$ cat src/design/adc_pkg.sv
package adc_pkg;

    // Register indices; byte address is the index times four
    localparam logic [31:0] RES_A_IDX    = 32'h05fffee0;
    localparam logic [31:0] RES_B_IDX    = 32'h05fffee2;
    localparam logic [31:0] RES_C_IDX    = 32'h05fffee4;
    localparam logic [31:0] RES_D_IDX    = 32'h05fffee6;
    localparam logic [31:0] CTRL_IDX     = 32'h05fffef8;
    localparam logic [31:0] IRQ_STAT_IDX = 32'h05ffff10;
    localparam logic [31:0] IRQ_MASK_IDX = 32'h05ffff11;
    localparam int          ADDR_SHIFT   = 2;

    localparam logic [31:0] RES_A_ADDR    = RES_A_IDX << ADDR_SHIFT;
    localparam logic [31:0] RES_B_ADDR    = RES_B_IDX << ADDR_SHIFT;
    localparam logic [31:0] RES_C_ADDR    = RES_C_IDX << ADDR_SHIFT;
    localparam logic [31:0] RES_D_ADDR    = RES_D_IDX << ADDR_SHIFT;
    localparam logic [31:0] CTRL_ADDR     = CTRL_IDX << ADDR_SHIFT;
    localparam logic [31:0] IRQ_STAT_ADDR = IRQ_STAT_IDX << ADDR_SHIFT;
    localparam logic [31:0] IRQ_MASK_ADDR = IRQ_MASK_IDX << ADDR_SHIFT;

    // Control/status layout and reset value
    localparam int         CTRL_W      = 8;
    localparam int         FLAG_BIT    = 7;
    localparam logic [7:0] CTRL_RESET  = 8'h04;

    // Result layout: left justified, low two result bits at 7 and 6
    localparam int RESULT_W   = 10;
    localparam int RES_REG_W  = 16;
    localparam int RES_LSB    = 6;
    localparam int RES_NUM    = 4;

    // Event status bits
    localparam int IRQ_W        = 2;
    localparam int IRQ_PASS_BIT = 0;
    localparam int IRQ_CONV_BIT = 1;

    // Conversion time in pclk cycles
    localparam int CONV_SLOW_CYCLES = 236;
    localparam int CONV_FAST_CYCLES = 134;
    localparam int CNT_W            = 8;

    typedef struct packed {
        logic       conv_end_flag;
        logic       conv_irq_enable;
        logic       conv_start_bit;
        logic       scan_mode;
        logic       conv_time_select;
        logic [2:0] input_select_field;
    } adc_ctrl_type;

    typedef enum logic [1:0] {
        ST_IDLE = 2'b01,
        ST_CONV = 2'b10
    } adc_state_type;

    // Request towards the analog multiplexer and converter core
    typedef struct packed {
        logic       active;
        logic [2:0] channel;
        logic       sample;
    } adc_core_req_type;

endpackage

$ cat src/design/adc_ctrl.sv
// Summary of operation
// - Results read left justified: bits 9..2 at 15..8, bits 1..0 at 7..6.
// - End flag bit 7 clears only by writing zero or by standby; writing one keeps it.
// - Completion request follows end flag when interrupt enable bit 6 set.
// - Single mode: start bit 5 runs one conversion, then clears itself.
// - Scan mode bit 4: group converts repeatedly until start bit cleared.
//
// Register access over APB was left to the implementer.
module adc_ctrl #(
    parameter int SLOW_CYCLES = adc_pkg::CONV_SLOW_CYCLES,
    parameter int FAST_CYCLES = adc_pkg::CONV_FAST_CYCLES
) (
    input  wire logic                      pclk,
    input  wire logic                      presetn,
    input  wire logic                      psel,
    input  wire logic                      penable,
    input  wire logic                      pwrite,
    input  wire logic [31:0]               paddr,
    input  wire logic [31:0]               pwdata,
    output logic [31:0]                    prdata,
    output logic                           pready,
    output logic                           pslverr,
    input  wire logic                      standby,
    input  wire logic [adc_pkg::RESULT_W-1:0] core_result,
    output adc_pkg::adc_core_req_type      core_req,
    output logic                           conv_complete_irq,
    output logic                           irq
);

    typedef struct packed {
        adc_pkg::adc_state_type                st;
        adc_pkg::adc_ctrl_type                 ctrl;
        logic [adc_pkg::RES_NUM-1:0][adc_pkg::RES_REG_W-1:0] res;
        logic [adc_pkg::IRQ_W-1:0]             ists;
        logic [adc_pkg::IRQ_W-1:0]             imask;
        logic [adc_pkg::CNT_W-1:0]             cnt;
        logic [2:0]                            cur;
        logic                                  sample;
        logic [31:0]                           rdata;
    } adc_regs_type;

    localparam adc_regs_type REGS_RESET = '{
        st:      adc_pkg::ST_IDLE,
        ctrl:    adc_pkg::adc_ctrl_type'(adc_pkg::CTRL_RESET),
        res:     '0,
        ists:    '0,
        imask:   '0,
        cnt:     '0,
        cur:     '0,
        sample:  1'b0,
        rdata:   '0
    };

    localparam logic [adc_pkg::CNT_W-1:0] SLOW_LOAD =
        adc_pkg::CNT_W'(SLOW_CYCLES - 1);
    localparam logic [adc_pkg::CNT_W-1:0] FAST_LOAD =
        adc_pkg::CNT_W'(FAST_CYCLES - 1);

    adc_regs_type s_r;
    adc_regs_type s_nxt;

    logic        wr_acc;
    logic        rd_setup;
    logic        addr_hit;
    logic        wr_ctrl;
    logic        end_ev;
    logic        last_in_group;
    logic [1:0]  res_idx;
    logic [adc_pkg::CNT_W-1:0] cnt_load;
    adc_pkg::adc_ctrl_type     wctrl;

    // Bus decode; zero wait states, so the access phase is the last one
    assign wr_acc   = psel && penable && pwrite;
    assign rd_setup = psel && !penable && !pwrite;
    assign wctrl    = adc_pkg::adc_ctrl_type'(pwdata[adc_pkg::CTRL_W-1:0]);
    assign wr_ctrl  = wr_acc && (paddr == adc_pkg::CTRL_ADDR);

    always_comb begin
        unique case (paddr)
            adc_pkg::RES_A_ADDR,
            adc_pkg::RES_B_ADDR,
            adc_pkg::RES_C_ADDR,
            adc_pkg::RES_D_ADDR,
            adc_pkg::CTRL_ADDR,
            adc_pkg::IRQ_STAT_ADDR,
            adc_pkg::IRQ_MASK_ADDR: addr_hit = 1'b1;
            default:                addr_hit = 1'b0;
        endcase
    end

    // Conversion timing and group walk
    assign cnt_load = s_r.ctrl.conv_time_select ? FAST_LOAD
                                                : SLOW_LOAD;
    assign end_ev   = (s_r.st == adc_pkg::ST_CONV) && (s_r.cnt == '0);
    assign res_idx  = s_r.cur[1:0];
    assign last_in_group = !s_r.ctrl.scan_mode ||
        (s_r.cur[1:0] == s_r.ctrl.input_select_field[1:0]);

    // Next state: bus writes first, hardware events after so they win, except that a written start clear beats a conversion end
    always_comb begin
        s_nxt        = s_r;
        s_nxt.sample = 1'b0;

        if (wr_ctrl) begin
            s_nxt.ctrl.conv_irq_enable    = wctrl.conv_irq_enable;
            s_nxt.ctrl.conv_start_bit     = wctrl.conv_start_bit;
            s_nxt.ctrl.scan_mode          = wctrl.scan_mode;
            s_nxt.ctrl.conv_time_select   = wctrl.conv_time_select;
            s_nxt.ctrl.input_select_field = wctrl.input_select_field;
            // Only a written zero clears; a one leaves the flag alone
            if (!wctrl.conv_end_flag) begin
                s_nxt.ctrl.conv_end_flag = 1'b0;
            end
        end
        if (wr_acc && paddr == adc_pkg::IRQ_STAT_ADDR) begin
            s_nxt.ists = s_r.ists & ~pwdata[adc_pkg::IRQ_W-1:0];
        end
        if (wr_acc && paddr == adc_pkg::IRQ_MASK_ADDR) begin
            s_nxt.imask = pwdata[adc_pkg::IRQ_W-1:0];
        end

        unique case (s_r.st)
            adc_pkg::ST_IDLE: begin
                if (s_r.ctrl.conv_start_bit) begin
                    s_nxt.st  = adc_pkg::ST_CONV;
                    s_nxt.cnt = cnt_load;
                    // Scan groups begin at input 0 or input 4
                    s_nxt.cur = s_r.ctrl.scan_mode
                        ? {s_r.ctrl.input_select_field[2], 2'b00}
                        : s_r.ctrl.input_select_field;
                end
            end
            adc_pkg::ST_CONV: begin
                if (!s_nxt.ctrl.conv_start_bit) begin
                    // Software stop aborts; the partial result is dropped
                    s_nxt.st = adc_pkg::ST_IDLE;
                end else if (end_ev) begin
                    s_nxt.res[res_idx] = '0;
                    s_nxt.res[res_idx][adc_pkg::RES_REG_W-1:adc_pkg::RES_LSB]
                        = core_result;
                    s_nxt.sample = 1'b1;
                    s_nxt.ists[adc_pkg::IRQ_CONV_BIT] = 1'b1;
                    s_nxt.cnt = cnt_load;
                    if (last_in_group) begin
                        s_nxt.ctrl.conv_end_flag = 1'b1;
                        s_nxt.ists[adc_pkg::IRQ_PASS_BIT] = 1'b1;
                    end
                    if (!s_r.ctrl.scan_mode) begin
                        s_nxt.ctrl.conv_start_bit = 1'b0;
                        s_nxt.st = adc_pkg::ST_IDLE;
                    end else if (last_in_group) begin
                        // Wrap to the group start and keep going
                        s_nxt.cur = {s_r.ctrl.input_select_field[2],
                                     2'b00};
                    end else begin
                        s_nxt.cur = s_r.cur + 3'h1;
                    end
                end else begin
                    s_nxt.cnt = s_r.cnt - adc_pkg::CNT_W'(1);
                end
            end
        endcase

        // Read data captured in setup so prdata comes from a flop
        if (rd_setup) begin
            unique case (paddr)
                adc_pkg::RES_A_ADDR: s_nxt.rdata = {16'h0000, s_r.res[0]};
                adc_pkg::RES_B_ADDR: s_nxt.rdata = {16'h0000, s_r.res[1]};
                adc_pkg::RES_C_ADDR: s_nxt.rdata = {16'h0000, s_r.res[2]};
                adc_pkg::RES_D_ADDR: s_nxt.rdata = {16'h0000, s_r.res[3]};
                adc_pkg::CTRL_ADDR:  s_nxt.rdata = {24'h000000, s_r.ctrl};
                adc_pkg::IRQ_STAT_ADDR:
                    s_nxt.rdata = {30'h00000000, s_r.ists};
                adc_pkg::IRQ_MASK_ADDR:
                    s_nxt.rdata = {30'h00000000, s_r.imask};
                default:             s_nxt.rdata = 32'h00000000;
            endcase
        end

        // Standby behaves like reset for the whole block
        if (standby) begin
            s_nxt = REGS_RESET;
        end
    end

    // Single state register
    always_ff @(posedge pclk or negedge presetn) begin
        if (!presetn) begin
            s_r <= REGS_RESET;
        end else begin
            s_r <= s_nxt;
        end
    end

    // Outputs
    assign prdata   = s_r.rdata;
    assign pready   = 1'b1;
    assign pslverr  = psel && penable && !addr_hit;
    assign core_req = '{active:  (s_r.st == adc_pkg::ST_CONV),
                        channel: s_r.cur,
                        sample:  s_r.sample};
    assign conv_complete_irq = s_r.ctrl.conv_end_flag &&
                               s_r.ctrl.conv_irq_enable;
    assign irq = |(s_r.ists & s_r.imask);
endmodule // adc_ctrl

$ cat config.mk
export PLATFORM = sky130hd
export DESIGN_NAME = adc_ctrl
export DESIGN_NICKNAME = d
export VERILOG_FILES = /design/src/design/adc_pkg.sv /design/src/design/adc_ctrl.sv
export SDC_FILE = /design/constraint.sdc
export NUM_CORES = 1
export LEC_CHECK = 0
export BUFFER_PORTS_ARGS = -buffer_cell sky130_fd_sc_hd__buf_2
export CORE_AREA = 2 2 110 112
export DETAILED_ROUTE_END_ITERATION = 10
export DIE_AREA = 0 0 112 114
export PLACE_DENSITY = 0.75
export SLEW_MARGIN = 20
export SYNTH_ARGS = -nofsm -noshare
export SYNTH_HDL_FRONTEND = slang
export SYNTH_SLANG_ARGS = --single-unit
$ cat constraint.sdc
create_clock -name pclk -period 2.62 [get_ports pclk]
set_input_delay 0.524 -clock pclk [delete_from_list [all_inputs] [get_ports pclk]]
set_output_delay 0.524 -clock pclk [all_outputs]
set_load 0.005 [all_outputs]
### Word-level counts from Yosys, hierarchy flattened

Index checks and enable logic that the tools add are counted.

| word-level totals | value |
|---|---|
| latch bits | 0 |
| RAM bits | 0 |
| memories | 0 |
| output and inout bits | 41 |
| bits in read-only memories | 0 |
| logic and storage cells | 110 |
| flip-flop bits (word level) | 122 |
| input bits | 80 |

| operators by class | value |
|---|---|
| shift operators | 0 |
| multipliers | 0 |
| $lt $le $gt $ge | 2 |
| div/mod/pow operators | 0 |
| muxes and demuxes | 39 |
| reductions and logical operators | 29 |
| bitwise logic cells | 5 |
| add/sub/neg operators | 2 |
| equality and inequality tests | 16 |

Operators with widths:

| cell | count |
|---|---|
| == test 32 x 29 -> 1 bit (second input constant) | 7 |
| 2-to-1 mux 66 bit | 3 |
| 2-to-1 mux 122 bit | 1 |
| one-hot mux 16 bit (7 select lines) | 1 |
| bitwise AND 64 bit | 1 |
| bitwise mux 64 bit | 1 |
| demux 16 bit (select 2 bit) | 2 |
| inverter 64 bit | 1 |
| 2-to-1 mux 16 bit | 2 |
| 2-to-1 mux 32 bit | 1 |
| one-hot mux 11 bit (2 select lines) | 1 |
| 2-to-1 mux 8 bit | 2 |
| 2-to-1 mux 12 bit | 1 |
| 2-to-1 mux 2 bit | 6 |
| nonzero test 2 bit | 6 |
| logical AND 1 bit | 11 |
| 2-to-1 mux 1 bit | 11 |
| 2-to-1 mux 11 bit | 1 |
| 2-to-1 mux 3 bit | 3 |
| inequality test 3 x 2 -> 1 bit (second input constant) | 3 |
| zero test 8 bit | 1 |
| inequality test 4 bit (second input constant) | 2 |
| subtractor 8 x 1 -> 8 bit (second input constant) | 1 |
| 2-to-1 mux 7 bit | 1 |
| 18 further kinds | 23 |

### Depth between registers and ports, before layout

| depth | value |
|---|---|
| depth in word-level cells | 11 |
| gate-level depth with buffers | 10 |

### Worst setup path after synthesis

No wires, ideal clock.

| path | value |
|---|---|
| kind | in2reg |
| start point | in paddr[3] |
| end point | reg s_r, in the netlist core_req[1] |
| data required time | 2495 ps |
| path buffers | 1 |
| setup slack | -339 ps |
| stages on the path | 8 |
| arrival | 2834 ps |
| cells stage by stage | or3_4 > or4_4 > or4_1 > buf_4 > mux2_4 > nand3_2 > a21oi_2 > mux2_4 |

| on the way | value |
|---|---|
| longest elaborated chain between the ends | 5 |

Ends and longest elaborated chain:

| what | RTL line | text |
|---|---|---|
| start, declared | adc_ctrl.sv:18 | `input wire logic [31:0] paddr,` |
| == test 32 x 29 -> 1 bit | adc_ctrl.sv:76 | `assign wr_ctrl = wr_acc && (paddr == adc_pkg::CTRL_ADDR);` |
| logical AND 1 bit | adc_ctrl.sv:76 |  |
| 2-to-1 mux 8 bit | adc_ctrl.sv:104 | `if (wr_ctrl) begin` |
| inequality test 3 x 2 -> 1 bit (no line) | -- |  |
| AND reduction 4 bit (no line) | -- |  |
| end signal, assigned | adc_ctrl.sv:191 | `s_r <= s_nxt;` |
| end, declared | adc_ctrl.sv:59 | `adc_regs_type s_r;` |

No other way between the ends. The select of a mux whose other input is x is not followed.
A chain may end at the register's enable or synchronous reset.

### Final worst setup path

Ends and elaborated chain as after synthesis.

==> flow_metrics.env <==
export IMPL_fin_area_mm2=0.00737
export IMPL_worst_pin_slew_ns=1.02
export IMPL_slew_headroom_pct=31.4
export IMPL_ant_nets=0
export IMPL_ys_ff_latch=106
export IMPL_power_leakage_nw=3.16
export IMPL_vias=5022
export IMPL_drt_iter0_drc=472
export IMPL_finalSetupViolCount=12
export IMPL_busiest_layer="met2"
export IMPL_die_area_mm2=0.0128
export IMPL_period_share_pct=102
export IMPL_grt_pass1_vias=4856
export IMPL_cts_buffers=9
export IMPL_fillers=895
export IMPL_use_met1_pct=32.2
export IMPL_path_max_fanout=4
export IMPL_drc_errors=0
export IMPL_dp_hpwl_um=10600
export IMPL_grt_pass1_wl_um=24300
export IMPL_start_util_pct=47.4
export IMPL_yosysSeqAreaShare_pct=47.8
export IMPL_syn_cell_area_mm2=0.00555
export IMPL_portBuffers=79
export IMPL_rows=40
export IMPL_synth_top_cell_area_share_pct=46.9
export IMPL_ys_top_cells_by_count="dfrtp_1, nand2_1, a21oi_1, nand3_1, buf_4"
export IMPL_cp_end_kind="flop"
export IMPL_synth_area_leaders="dfrtp_1, a21oi_1, nand2_1"
export IMPL_power_density_mw_per_mm2=461
export IMPL_rsz0062_at_grt="true"
export IMPL_synth_edf_count=0
export IMPL_crit_type="primary input to flop"
export IMPL_avgRoutedWirePerCell_um=18.8
export IMPL_gp_congestion=0.881
export IMPL_ys_warn_count=0
export IMPL_period_minus_slack_ns=2.66
export IMPL_htree_levels=3
export IMPL_start_kind="primary input"
export IMPL_syn_inst=607
export IMPL_stdcell_count=863
export IMPL_clockBufferDepth=2
export IMPL_holdCritPathClass="primary input to flop"
export IMPL_ioPinCount=121
export IMPL_via_per_inst=5.82
export IMPL_ctsRootBufferMaster="clkbuf_16"
export IMPL_synth_most_common_cell="dfrtp_1"
export IMPL_syn_avg_cell_area_um2=9.15
export IMPL_yosys_area_top_type="dfrtp_1"
export IMPL_fmax_mhz=376
export IMPL_chipWidth_um=112
export IMPL_antenna_found_initial=0
export IMPL_nets=797
export IMPL_violations="negative setup slack"
export IMPL_pre_cts_slack_ns=-0.394
export IMPL_drive_gt1_share_pct=38.8
export IMPL_timing_hold_ws_ns=0.407
export IMPL_slew_violations=0
export IMPL_cap_viol_max_count=0
export IMPL_ys_async_sr_fraction_pct=100
export IMPL_critical_path_arrival_ns=2.89
export IMPL_coreArea_mm2=0.0117
export IMPL_clock_skew_ns=0.00745
export IMPL_post_dp_cell_area_mm2=0.00651
export IMPL_outcome="complete, but fails checks"
export IMPL_die_h_um=114
export IMPL_numClockSinks=106
export IMPL_report_final_hold_viol_count=0
export IMPL_fin_ws_ns=-0.0422
export IMPL_grt_overflow=0
export IMPL_area_growth_synth_to_final_pct=32.6
export IMPL_clk_pin_slew_ns=0.07
export IMPL_grt_max_degree=60
export IMPL_grt_use_total_pct=23.8
export IMPL_grt_util_met3_pct=4.41
export IMPL_cts_tree="built"
export IMPL_drt_pass1_iterations=6
export IMPL_cp_required_ns=2.85
export IMPL_synthFlopType="dfrtp_1"
export IMPL_insertion_delay_ns=0.35
export IMPL_n_antenna_cell=0
export IMPL_peakVddDrop_uv=303
export IMPL_placed_cells=838
export IMPL_met2_usage_pct=39.3
export IMPL_fin_util_pct=62.9
export IMPL_synth_cell_types=63
export IMPL_drt_total_wl_um=16300
-- stage by stage --
step / total power, W / setup TNS [ns]
floorplan: 0.00187 / -9.41
finish: 0.00340 / -0.206
detailed placement: 0.00202 / -27.12
CTS: 0.00336 / -0.00239
global route: 0.00351 / -2.46
global placement: 0.00200 / -24.10
-- routing by layer --
metal  part of all wire, %  up-vias
met5                     0        -
met1                    41     2482
met2                    50      209
li1                      -     2313
met4                   1.3        0
met3                   7.0       18
-- final cells by class --
cell class | count | area (um^2) | share of cell area [%]
inverters | 14 | 52.6 | 0.713
multi-input cells | 432 | 3070 | 41.6
flip-flops and latches | 106 | 2660 | 36.0
clock inverters | 6 | 65.1 | 0.883
clock buffers | 9 | 225 | 3.06
well taps | 147 | 184 | 2.50
repair buffers | 149 | 1120 | 15.2
-- state kept, by name, summed over array words and instances (netlist names) --
| signal | flops |
|---|---|
| core_req | 4 |
| s_r | 86 |
| prdata | 16 |
-- logic make-up after synthesis --
family                   after synthesis  synth area share (%)
AND/OR/NAND/NOR                      245                  22.7
AO/OA/AOI/OAI                        144                  15.7
flip-flops                           106                  47.8
buffers and inverters                 84                  8.40
multiplexers                          16                  3.29
adder cells (fa/ha/maj)                5                  1.13
XOR/XNOR                               5                 0.789
other                                  2                 0.135
-- path summary, 6_finish.rpt --
kind	startpoint	end	slack (ns)	cells after the start
setup / recovery	paddr[3]	core_req[1]	-0.04	8
hold / removal	pwdata[2]	s_r[114]	0.41	3
setup reg to reg	s_r[37]	s_r[103]	0	11
hold reg to reg	prdata[10]	prdata[10]	0.48	2
max in group asynchronous	presetn	s_r[114]	1.36	3
min in group asynchronous	presetn	s_r[37]	0.54	2
-- timing repair --
action | CTS | global route
buffers inserted | 0 | 5
hold buffers | 1 | 0
endpoints found under the setup margin | 3 | 73
gates resized for setup | 3 | 103
endpoints found under the hold margin | 6 | 0
gates cloned | 0 | 4
pin swaps | 0 | 29
-- layout by cell type, fill, tap and decap left out, types with 12 or more instances in the layout --
cell and n:
dfrtp_1 104, buf_2 76, nand2_1 72, buf_4 48, a21oi_1 47, nand3_2 31, nand3_1 27, nor2_1 24
o21ai_0 18, conb_1 17, a21oi_2 15, buf_6 14, mux2i_1 12, o21ai_1 12, clkbuf_16 12
-- power by group --
group / internal (W) / switching (W)
clock network: 0.000739 / 0.000614
logic: 0.000146 / 0.000214
registers: 0.00165 / 0.0000281
total: 0.00254 / 0.000856
-- worst max-delay path: stages --
cell	delay [ns]
buf_6	0.09
or3_4	0.38
or4_4	0.51
or4_4	0.51
mux2_4	0.30
nand3_4	0.10
a21oi_4	0.17
mux2_4	0.31
Power figures use the tool's default switching activity.
